<file path="src/hdl/adcc_pkg.sv">
// Package of register map, fields and timing for the converter control block
// Summary of operation
// - Input select 1000 routes the converter input to the temperature sensor.
// - Reference 00 external pin, 01 analog supply, 10 reserved, 11 internal 1.1 V.
// - Reference and input changes during a conversion apply after it completes.
// - Left align bit selects result alignment and acts immediately.
// - Bit 4 of the input and reference register always reads zero.
// - Input codes: 0-7 external, 8 sensor, 14 bandgap, 15 ground, others reserved.
// - Enable one turns the converter on; zero turns it off and aborts.
// - First conversion after enabling takes 25 converter clocks, others 13.
// - Start bit reads one while converting; writing zero does nothing.
// - With auto trigger on, a rising trigger edge starts a conversion.
// - Done flag sets when a conversion completes, even when a held result is not updated.
// - Done flag clears on interrupt vector taken or on writing one.
// - Interrupt is raised while done flag, its enable and global enable are one.
// - Divider select 0,1 give 2, then 4 to 128 in powers of two.
// - After low result byte read, result holds until high byte read.
// - Trigger source zero is free running; switching to it triggers nothing.
package adcc_pkg;
	// Word indexes on the bus; byte address is four times the index
	localparam logic [7:0] ADCC_IDX_RES_LO = 8'h78;
	localparam logic [7:0] ADCC_IDX_RES_HI = 8'h79;
	localparam logic [7:0] ADCC_IDX_CTRL   = 8'h7A;
	localparam logic [7:0] ADCC_IDX_TRIG   = 8'h7B;
	localparam logic [7:0] ADCC_IDX_MUX    = 8'h7C;

	localparam int ADCC_CS_EN_BIT    = 7;
	localparam int ADCC_CS_START_BIT = 6;
	localparam int ADCC_CS_ATE_BIT   = 5;
	localparam int ADCC_CS_DONE_BIT  = 4;
	localparam int ADCC_CS_DIE_BIT   = 3;
	localparam int ADCC_CS_DIV_LSB   = 0;
	localparam int ADCC_MX_REF_LSB   = 6;
	localparam int ADCC_MX_LEFT_BIT  = 5;
	localparam int ADCC_MX_CHAN_LSB  = 0;

	localparam logic [7:0] ADCC_CS_RST   = 8'h00;
	localparam logic [7:0] ADCC_MX_RST   = 8'h00;
	localparam logic [2:0] ADCC_TS_RST   = 3'h0;
	localparam logic [2:0] ADCC_TS_FREE  = 3'h0;

	localparam logic [4:0] ADCC_CONV_FIRST_CYC = 5'h19;
	localparam logic [4:0] ADCC_CONV_NORM_CYC  = 5'h0D;

	localparam logic [1:0] ADCC_REF_EXT  = 2'h0;
	localparam logic [1:0] ADCC_REF_AVCC = 2'h1;
	localparam logic [1:0] ADCC_REF_INT  = 2'h3;
	localparam logic [3:0] ADCC_CHAN_TEMP = 4'h8;
	localparam logic [3:0] ADCC_CHAN_BG   = 4'hE;
	localparam logic [3:0] ADCC_CHAN_GND  = 4'hF;

	typedef enum logic {ADCC_IDLE, ADCC_CONV} adcc_state_t;
endpackage

</file>
<file path="src/hdl/adcc_prescaler.sv">
// Converter clock divider producing a one-cycle tick
`timescale 1ns/1ps
module adcc_prescaler import adcc_pkg::*; #(
	parameter int CNT_W = 7
) (
	input  wire logic             mclk,
	input  wire logic             rst_n,
	input  wire logic             en,
	input  wire logic [2:0]       div_sel,
	output logic                  tick
);
	logic [CNT_W-1:0] cnt_r;
	logic [2:0]       shift;
	logic [CNT_W-1:0] last;

	if (CNT_W < 7) begin : g_chk
		$error("adcc_prescaler: CNT_W must be at least 7");
	end

	// Codes 0 and 1 both divide by two
	assign shift = (div_sel == 3'h0) ? 3'h1 : div_sel;
	assign last  = CNT_W'((8'h01 << shift) - 8'h01);

	always_ff @(posedge mclk) begin
		if (!rst_n || !en) begin
			cnt_r <= '0;
			tick  <= 1'b0;
		end else if (cnt_r >= last) begin
			cnt_r <= '0;
			tick  <= 1'b1;
		end else begin
			cnt_r <= cnt_r + 1'b1;
			tick  <= 1'b0;
		end
	end
endmodule

</file>
<file path="src/hdl/adcc_ctrl.sv">
// Converter control block with Avalon-MM register slave
//
// Decided for this implementation: the Avalon-MM slave port.
`timescale 1ns/1ps
module adcc_ctrl import adcc_pkg::*; #(
	parameter int ADDR_W = 8
) (
	input  wire logic              mclk,
	input  wire logic              rst_n,
	input  wire logic [ADDR_W-1:0] avs_address,
	input  wire logic              avs_read,
	input  wire logic              avs_write,
	input  wire logic [31:0]       avs_writedata,
	output logic [31:0]            avs_readdata,
	output logic                   avs_waitrequest,
	input  wire logic [7:1]        trig_src,
	input  wire logic              irq_ack,
	input  wire logic              global_irq_en,
	output logic                   irq,
	input  wire logic [9:0]        ana_result,
	output logic                   ana_power,
	output logic                   ana_convert,
	output logic                   ana_init,
	output logic                   ana_tick,
	output logic                   ana_ref_ext,
	output logic                   ana_ref_avcc,
	output logic                   ana_ref_int,
	output logic                   ana_chan_ext,
	output logic [2:0]             ana_chan_num,
	output logic                   ana_temp_sel,
	output logic                   ana_bandgap_sel,
	output logic                   ana_gnd_sel
);
	adcc_state_t state_r;
	logic        ack_r;
	logic [7:0]  rdata_r;
	logic        en_r;
	logic        ate_r;
	logic        done_r;
	logic        die_r;
	logic [2:0]  div_r;
	logic [1:0]  ref_r;
	logic        left_r;
	logic [3:0]  chan_r;
	logic [2:0]  ts_r;
	logic        first_r;
	logic [4:0]  len_r;
	logic [4:0]  cnt_r;
	logic [9:0]  result_r;
	logic        lock_r;
	logic [9:0]  res_s1_r;
	logic [9:0]  res_s2_r;
	logic        trig_prev_r;
	logic        tick;
	logic        bus_req;
	logic        wr_go;
	logic        rd_go;
	logic [7:0]  wd;
	logic        wr_cs;
	logic        wr_mx;
	logic        wr_ts;
	logic        en_eff;
	logic        busy;
	logic        conv_end;
	logic        trig_sel;
	logic        trig_edge;
	logic        auto_go;
	logic        go;
	logic [7:0]  res_lo;
	logic [7:0]  res_hi;
	logic [7:0]  cs_view;
	logic [7:0]  mx_view;
	logic [7:0]  rd_mux;

	if (ADDR_W < 8) begin : g_chk
		$error("adcc_ctrl: ADDR_W must be at least 8");
	end

	adcc_prescaler #(
		.CNT_W   (7)
	) u_presc (
		.mclk    (mclk),
		.rst_n   (rst_n),
		.en      (en_r),
		.div_sel (div_r),
		.tick    (tick)
	);

	// Each access waits exactly one cycle; effects happen at the releasing edge
	assign bus_req         = avs_read | avs_write;
	assign avs_waitrequest = bus_req & ~ack_r;
	assign wr_go           = avs_write & ack_r;
	assign rd_go           = avs_read & ack_r;
	assign wd              = avs_writedata[7:0];
	assign wr_cs           = wr_go && (avs_address == ADDR_W'(ADCC_IDX_CTRL));
	assign wr_mx           = wr_go && (avs_address == ADDR_W'(ADCC_IDX_MUX));
	assign wr_ts           = wr_go && (avs_address == ADDR_W'(ADCC_IDX_TRIG));
	assign avs_readdata    = {24'h000000, rdata_r};

	always_ff @(posedge mclk) begin
		if (!rst_n)
			ack_r <= 1'b0;
		else
			ack_r <= bus_req & ~ack_r;
	end

	// Alignment is applied at read time so a change shows at once
	assign res_hi = left_r ? result_r[9:2] : {6'h00, result_r[9:8]};
	assign res_lo = left_r ? {result_r[1:0], 6'h00} : result_r[7:0];
	assign busy    = (state_r == ADCC_CONV);
	assign cs_view = {en_r, busy, ate_r, done_r, die_r, div_r};
	assign mx_view = {ref_r, left_r, 1'b0, chan_r};

	always_comb begin
		rd_mux = 8'h00;
		if (avs_address == ADDR_W'(ADCC_IDX_RES_LO))
			rd_mux = res_lo;
		else if (avs_address == ADDR_W'(ADCC_IDX_RES_HI))
			rd_mux = res_hi;
		else if (avs_address == ADDR_W'(ADCC_IDX_CTRL))
			rd_mux = cs_view;
		else if (avs_address == ADDR_W'(ADCC_IDX_TRIG))
			rd_mux = {5'h00, ts_r};
		else if (avs_address == ADDR_W'(ADCC_IDX_MUX))
			rd_mux = mx_view;
	end

	always_ff @(posedge mclk) begin
		if (!rst_n)
			rdata_r <= 8'h00;
		else if (avs_read && !ack_r)
			rdata_r <= rd_mux;
	end

	// Software-written fields; the start and done bits are handled elsewhere
	always_ff @(posedge mclk) begin
		if (!rst_n) begin
			en_r  <= ADCC_CS_RST[ADCC_CS_EN_BIT];
			ate_r <= ADCC_CS_RST[ADCC_CS_ATE_BIT];
			die_r <= ADCC_CS_RST[ADCC_CS_DIE_BIT];
			div_r <= ADCC_CS_RST[ADCC_CS_DIV_LSB +: 3];
		end else if (wr_cs) begin
			en_r  <= wd[ADCC_CS_EN_BIT];
			ate_r <= wd[ADCC_CS_ATE_BIT];
			die_r <= wd[ADCC_CS_DIE_BIT];
			div_r <= wd[ADCC_CS_DIV_LSB +: 3];
		end
	end

	always_ff @(posedge mclk) begin
		if (!rst_n) begin
			ref_r  <= ADCC_MX_RST[ADCC_MX_REF_LSB +: 2];
			left_r <= ADCC_MX_RST[ADCC_MX_LEFT_BIT];
			chan_r <= ADCC_MX_RST[ADCC_MX_CHAN_LSB +: 4];
		end else if (wr_mx) begin
			ref_r  <= wd[ADCC_MX_REF_LSB +: 2];
			left_r <= wd[ADCC_MX_LEFT_BIT];
			chan_r <= wd[ADCC_MX_CHAN_LSB +: 4];
		end
	end

	always_ff @(posedge mclk) begin
		if (!rst_n)
			ts_r <= ADCC_TS_RST;
		else if (wr_ts)
			ts_r <= wd[2:0];
	end

	// Selected source edge; source zero never yields an edge
	assign trig_sel  = (ts_r == ADCC_TS_FREE) ? 1'b0 : trig_src[ts_r];
	assign trig_edge = trig_sel & ~trig_prev_r;

	always_ff @(posedge mclk) begin
		if (!rst_n)
			trig_prev_r <= 1'b0;
		else
			trig_prev_r <= trig_sel;
	end

	// Free running restarts from the completion itself, not from the flag
	assign conv_end = busy && tick && (cnt_r == len_r - 5'h01);
	assign en_eff   = wr_cs ? wd[ADCC_CS_EN_BIT] : en_r;
	assign auto_go  = ate_r && (trig_edge || ((ts_r == ADCC_TS_FREE) && conv_end));
	assign go       = en_eff && (!busy || conv_end)
		&& ((wr_cs && wd[ADCC_CS_START_BIT]) || auto_go);

	always_ff @(posedge mclk) begin
		if (!rst_n)
			first_r <= 1'b1;
		else if (go)
			first_r <= 1'b0;
		else if (!en_r)
			first_r <= 1'b1;
	end

	always_ff @(posedge mclk) begin
		if (!rst_n) begin
			state_r <= ADCC_IDLE;
			cnt_r   <= 5'h00;
			len_r   <= ADCC_CONV_NORM_CYC;
		end else if (wr_cs && !wd[ADCC_CS_EN_BIT]) begin
			state_r <= ADCC_IDLE;
			cnt_r   <= 5'h00;
		end else if (go) begin
			state_r <= ADCC_CONV;
			cnt_r   <= 5'h00;
			len_r   <= first_r ? ADCC_CONV_FIRST_CYC : ADCC_CONV_NORM_CYC;
		end else if (conv_end) begin
			state_r <= ADCC_IDLE;
			cnt_r   <= 5'h00;
		end else if (busy && tick) begin
			cnt_r   <= cnt_r + 5'h01;
		end
	end

	// Converter output comes from the analog domain
	always_ff @(posedge mclk) begin
		if (!rst_n) begin
			res_s1_r <= 10'h000;
			res_s2_r <= 10'h000;
		end else begin
			res_s1_r <= ana_result;
			res_s2_r <= res_s1_r;
		end
	end

	always_ff @(posedge mclk) begin
		if (!rst_n)
			result_r <= 10'h000;
		else if (conv_end && !lock_r)
			result_r <= res_s2_r;
	end

	// Result held between a low-byte read and the matching high-byte read
	always_ff @(posedge mclk) begin
		if (!rst_n)
			lock_r <= 1'b0;
		else if (rd_go && avs_address == ADDR_W'(ADCC_IDX_RES_LO))
			lock_r <= 1'b1;
		else if (rd_go && avs_address == ADDR_W'(ADCC_IDX_RES_HI))
			lock_r <= 1'b0;
	end

	// Completion wins over a clear in the same cycle
	always_ff @(posedge mclk) begin
		if (!rst_n)
			done_r <= 1'b0;
		else if (conv_end)
			done_r <= 1'b1;
		else if (irq_ack || (wr_cs && wd[ADCC_CS_DONE_BIT]))
			done_r <= 1'b0;
	end

	assign irq = done_r & die_r & global_irq_en;

	assign ana_power   = en_r;
	assign ana_convert = busy;
	assign ana_init    = busy && (len_r == ADCC_CONV_FIRST_CYC);
	assign ana_tick    = tick & busy;

	// Selections latch only at a start, so a running conversion keeps its own
	always_ff @(posedge mclk) begin
		if (!rst_n) begin
			ana_ref_ext     <= 1'b1;
			ana_ref_avcc    <= 1'b0;
			ana_ref_int     <= 1'b0;
			ana_chan_ext    <= 1'b1;
			ana_chan_num    <= 3'h0;
			ana_temp_sel    <= 1'b0;
			ana_bandgap_sel <= 1'b0;
			ana_gnd_sel     <= 1'b0;
		end else if (go) begin
			ana_ref_ext     <= (ref_r == ADCC_REF_EXT);
			ana_ref_avcc    <= (ref_r == ADCC_REF_AVCC);
			ana_ref_int     <= (ref_r == ADCC_REF_INT);
			ana_chan_ext    <= !chan_r[3];
			ana_chan_num    <= chan_r[2:0];
			ana_temp_sel    <= (chan_r == ADCC_CHAN_TEMP);
			ana_bandgap_sel <= (chan_r == ADCC_CHAN_BG);
			ana_gnd_sel     <= (chan_r == ADCC_CHAN_GND);
		end
	end
endmodule

</file>
<file path="config.mk">
export PLATFORM = sky130hd
export DESIGN_NAME = adcc_ctrl
export DESIGN_NICKNAME = d
export VERILOG_FILES = /design/src/hdl/adcc_pkg.sv /design/src/hdl/adcc_prescaler.sv /design/src/hdl/adcc_ctrl.sv
export SDC_FILE = /design/constraint.sdc
export NUM_CORES = 1
export LEC_CHECK = 0
export BUFFER_PORTS_ARGS = -buffer_cell sky130_fd_sc_hd__buf_2
export CORE_MARGIN = 2
export CORE_UTILIZATION = 30
export CTS_BUF_LIST = sky130_fd_sc_hd__clkbuf_8
export DETAILED_ROUTE_END_ITERATION = 6
export GPL_ROUTABILITY_DRIVEN = 0
export MAX_ROUTING_LAYER = met4
export SYNTH_ARGS = -nofsm -noshare
export SYNTH_HDL_FRONTEND = slang
export SYNTH_SLANG_ARGS = --single-unit
</file>
<file path="constraint.sdc">
create_clock -name mclk -period 2.5 [get_ports mclk]
set_input_delay 0.375 -clock mclk [delete_from_list [all_inputs] [get_ports mclk]]
set_output_delay 0.375 -clock mclk [all_outputs]
set_load 0.05 [all_outputs]
</file>
[After elaboration in Yosys (flattened, before gate mapping)]
Index checks and enable logic that the tools add are counted.
Cells by class
  shift-type cells: 1
  reductions and logical operators: 39
  magnitude comparators: 2
  equality and inequality tests: 13
  add/sub/neg operators: 4
  bitwise operators: 12
  muxes and demuxes: 22
Operators with widths (number)
  $mux 8: 7
  $eq 8x7->1 const B: 5
  $logic_and 1x1->1: 17
  $eq 4x4->1 const B: 3
  $mux 1: 12
  $add 7x1->7 const B: 1
  $and 1x1->1: 7
  $ge 7x7->1: 1
  $logic_not 1->1: 7
  $shl 1x3->7 const A: 1
  $sub 7x1->7 const B: 1
  $logic_not 3->1: 2
  $reduce_bool 2->1: 3
  $add 5x1->5 const B: 1
  $eq 5x5->1: 1
  $eq 5x5->1 const B: 1
  $logic_or 1x1->1: 5
  $mux 5: 1
  $sub 5x1->5 const B: 1
  $lt 3x4->1 const B: 1
  $not 1->1: 4
  $reduce_or 2->1: 2
  $reduce_or 4->1: 1
  $bmux 1 s3: 1
  7 further kinds: 7
Word-level totals
  bits in registers: 88

[Longest topological paths before layout]
  depth after elaboration: 9
  mapped depth: 10

[Cells and area by module]
A second synthesis with hierarchy kept.
Unflattened totals
  cells, all modules: 426
  area total of the unflattened synthesis: 4072.7 sq um
By module, submodules not included
  adcc_ctrl: area each 3553.4 sq um, times used 1, cells an instance 372, sequential area each 1541.5 sq um
  adcc_prescaler: area each 519.2 sq um, times used 1, cells an instance 54, sequential area each 160.2 sq um

[Least setup slack after synthesis]
OpenSTA, ideal clock, no wires.
  path kind: flip-flop to flip-flop
  from: register state_r (netlist: ana_convert)
  to: register ana_ref_avcc
  buffers on the path: 1
  arrival: 2094 ps
  setup time: 67 ps
  cell stages (with the launch flop): 8
  setup slack: 338 ps
  cell sequence: dfxtp_1 > nand4_1 > or3_1 > clkbuf_1 > o22ai_2 > o211ai_4 > or3b_1 > a21oi_2
On the way
  word-level cells in the longest chain between the ends: 7
  elaborated cells between the ends (all ways): 10
  those cells by class: 10 x reduce/logical
Ends and longest elaborated chain
  start, declared: line adcc_ctrl.sv:34  | adcc_state_t state_r;
  start signal, assigned: line adcc_ctrl.sv:198  | state_r <= ADCC_IDLE;
  start signal, assigned: line adcc_ctrl.sv:202  | state_r <= ADCC_IDLE;
  start signal, assigned: line adcc_ctrl.sv:205  | state_r <= ADCC_CONV;
  $logic_and 1x1->1 (2 in a row): line adcc_ctrl.sv:181  | assign conv_end = busy && tick && (cnt_r == len_r - 5'h01);
  $logic_and 1x1->1: line adcc_ctrl.sv:183  | assign auto_go = ate_r && (trig_edge || ((ts_r == ADCC_TS_FREE) && conv_end));
  $logic_or 1x1->1: line adcc_ctrl.sv:183
  $logic_and 1x1->1: line adcc_ctrl.sv:183
  $logic_or 1x1->1: line adcc_ctrl.sv:185  | && ((wr_cs && wd[ADCC_CS_START_BIT]) || auto_go);
  $logic_and 1x1->1 *: line adcc_ctrl.sv:185
  end signal, assigned: line adcc_ctrl.sv:274  | ana_ref_avcc <= (ref_r == ADCC_REF_AVCC);
  end, declared: line adcc_ctrl.sv:26  | output logic ana_ref_avcc,
Every way passes the cells marked *; elsewhere a longest branch is shown, timed or not.
A chain may end at the register's enable or synchronous reset.

[Worst setup path in the final report]
  from: register cnt_r[0]
  to: register ana_ref_avcc
On the way
  word-level cells in the longest chain between the ends: 7
  elaborated cells between the ends (all ways): 9
  those cells by class: 1 x eq/ne; 8 x reduce/logical
Ends and longest elaborated chain
  start, declared: line adcc_ctrl.sv:48  | logic [4:0] cnt_r;
  start signal, assigned: line adcc_ctrl.sv:212  | cnt_r <= cnt_r + 5'h01;
  $eq 5x5->1 *: line adcc_ctrl.sv:181
  $logic_and 1x1->1 *: line adcc_ctrl.sv:181
  $logic_and 1x1->1: line adcc_ctrl.sv:183
  $logic_or 1x1->1: line adcc_ctrl.sv:183
  $logic_and 1x1->1: line adcc_ctrl.sv:183
  $logic_or 1x1->1: line adcc_ctrl.sv:185
  $logic_and 1x1->1 *: line adcc_ctrl.sv:185
Marked as above.

==> impl_metrics.tcl <==
set metrics [dict create \
    cts_resized 0 \
    hold_start "ana_result[2]" \
    hold_buffers 0 \
    syn_inst 415 \
    hold_path_depth 2 \
    grt_pass1_wl_mm 14.3 \
    crit_required_ns 2.81 \
    use_met2_pct 20.3 \
    hold_violations 0 \
    power_density_nw_per_um2 562 \
    reg2reg_from "cnt_r[0]" \
    drtIter0Drc 159 \
    min-delay-path-class "in2reg" \
    grt_pass1_vias 2787 \
    io_pins 111 \
    track_usage_pct 13.4 \
    clk-insertion-delay-late_ns 0.36 \
    cts_tree "built" \
    place.port_buffers 62 \
    critPathSlowestCell "or3_1" \
    cts_setup_buffers 0 \
    tns_ns 0 \
    synth.distinct_cells 58 \
    synth_ff_type "dfxtp_1" \
    reg2reg_slack_ns 0.22 \
    async_flop_share_pct 0 \
    status "completed" \
    syn_to_final_growth_pct 16.1 \
    fp.coreArea_um2 12700 \
    synthTopCellsByArea "dfxtp_1 43%, mux2i_1 7.2%, buf_4 4.8%" \
    clk_pin_slew_ns 0.08 \
    placed_cells 641 \
    vias 3010 \
    synth-seq-cells 85 \
    p_leak_uw 0.00180 \
    clockBufferDepth 2 \
    setup_violations 0 \
    crit_path_end_kind "flop" \
    h-tree-depth 3 \
    wl_per_cell_um 13.5 \
    worst_pin_slew_ns 0.534 \
    antenna_found_initial 0 \
    synth_top_cell_area_share_pct 43.5 \
    grt_overflow_total 0 \
    first_pass_iters 4 \
    drive_gt1_share_pct 21.9 \
    clock.fmax_mhz 439 \
    die_h_um 118 \
    grt_max_degree 29 \
    drc 0 \
    synth_warnings 0 \
    dpl.hpwl_mm 6.67 \
    ant_nets 0 \
    final_cell_mix "85 x dfxtp_1, 62 x buf_2, 35 x nor2_1" \
    synthesis.area_um2 3920 \
    final_cells 657 \
    syn_avg_cell_area_um2 9.44 \
    critPathKind "reg2reg" \
    dieArea_um2 14000 \
    final_common_cell "dfxtp_1" \
    cp-start-kind "flop" \
    rsz0062_at_grt "no" \
    min_to "res_s1_r[2]" \
    rr_worst_depth 8 \
    n_antenna_cell 0 \
    top_usage_layer "met2" \
    max_stage_delay_ns 0.49 \
    reg2reg_to "ana_ref_avcc" \
    skew_ns 0.00844 \
    path_delay_family "simple AND/OR/NAND/NOR gates" \
    report.final.slew_viol_count 0 \
    maxCapViolCount 0 \
    yosysTopAreaCell "dfxtp_1" \
    grt_use_met1_pct 17.6 \
    path_max_fanout 13 \
    initial_core_util_pct 30.9 \
    vdd_drop_max_mv 0.395 \
    cp_cell_sequence "inv_1 > ha_1 > nand4_1 > or3_1 > o22ai_2 > o211ai_4 > or3b_1 > a21oi_2" \
    clockRootBuffer "clkbuf_8" \
    layout_worst_path_cycle_share_pct 91.1 \
    wirelength_mm 8.88 \
    fin_crit_ns 2.28 \
    seq_area_frac_synth_pct 43.5 \
    cts_buffers 9 \
    clock-sinks 85 \
    drt-vias-per-instance 4.58 \
    arrival_ns 2.58 \
    chipWidth_um 118 \
    gr-usage-met3_pct 3.86 \
    synth_edf_count 0 \
    rows 41 \
    maxSlewHeadroom_pct 64.3 \
    cp_num_buf_inv 1 \
    fin_nets 555 \
]
## metal layers
layer,wire length [µm],part of all wire [%]
met2,4070,46
met1,4180,47
met3,539,6.1
met5,0,0
met4,95,1.1
## sequential cells by signal, summed over array words and instances (netlist names), 2 cells and up
signal,cells
res_s1_r,10
res_s2_r,10
result_r,10
rdata_r,8
u_presc.cnt_r,7
cnt_r,5
chan_r,4
ana_chan_num,3
div_r,3
ts_r,3
len_r,2
ref_r,2
## worst max-delay path by stage
stage	startpoint	endpoint	slack, ns	cells past startpoint
2_1_floorplan	ana_convert	ana_ref_avcc	0.34	7
3_3_place_gp	trig_src[3]	cnt_r[4]	0.15	7
3_5_place_dp	trig_src[3]	cnt_r[0]	0.08	7
4_1_cts	ts_r[0]	cnt_r[0]	0.12	6
5_1_grt	cnt_r[1]	ana_ref_avcc	0.08	8
6_report	cnt_r[0]	ana_ref_avcc	0.22	8
## stage by stage
step	power, µW	utilization [%]	hold WS (ns)	setup WS, ns	instance area [µm²]
3_3_place_gp	1690	34.3	0.415	0.154	4350
3_5_place_dp	1690	34.3	0.417	0.0753	4350
5_1_grt	2670	35.9	0.196	0.0779	4550
6_report	2560	35.9	0.211	0.222	4550
4_1_cts	2590	35.8	0.192	0.119	4540
2_1_floorplan	1640	-	0.412	0.338	4010
## kinds of logic (layout without fill, tap and decap cells)
| group | after synthesis | count (layout) | synth area share [%] |
|---|---|---|---|
| fa+ha+maj | 11 | 11 | 3.51 |
| other cells | 2 | 26 | 0.192 |
| simple gates | 155 | 155 | 22.5 |
| buf+inv | 54 | 99 | 7.67 |
| compound gates | 63 | 64 | 11.0 |
| xor+xnor | 12 | 12 | 2.68 |
| flops | 85 | 85 | 43.5 |
| mux | 33 | 33 | 8.98 |
## area by class of cell
| type | count | area, µm² |
|---|---|---|
| Fill cell | 1324 | 8120 |
| Multi-Input combinational cell | 301 | 2020 |
| Sequential cell | 85 | 1700 |
| Timing Repair Buffer | 72 | 385 |
| Tap cell | 172 | 215 |
| Clock buffer | 11 | 151 |
| Inverter | 12 | 45.0 |
| Clock inverter | 4 | 32.5 |
## cells in the mapped netlist (3+ instances only)
cell / count
dfxtp_1: 85
nor2_1: 35
mux2i_1: 28
buf_4: 25
nand2_1: 23
and2_1: 22
nor2b_1: 22
a21oi_1: 15
nand3_1: 14
o21ai_0: 14
clkbuf_1: 13
inv_1: 12
ha_1: 11
xor2_1: 7
and3_1: 6
nor3_1: 6
a21o_1: 5
a221oi_1: 5
xnor2_1: 5
a22oi_1: 4
a211oi_1: 3
a31oi_1: 3
buf_2: 3
mux2_2: 3
nand2b_1: 3
nand4_1: 3
o41ai_1: 3
or3_1: 3
## power breakdown
part / total [µW] / leakage, µW / internal [µW] / switching (µW)
sequential: 1390 / 0.000691 / 1380 / 8.78
combinational: 272 / 0.00102 / 73.0 / 199
clock: 900 / 0.0000880 / 414 / 485
(Power assumes the default switching activity.)
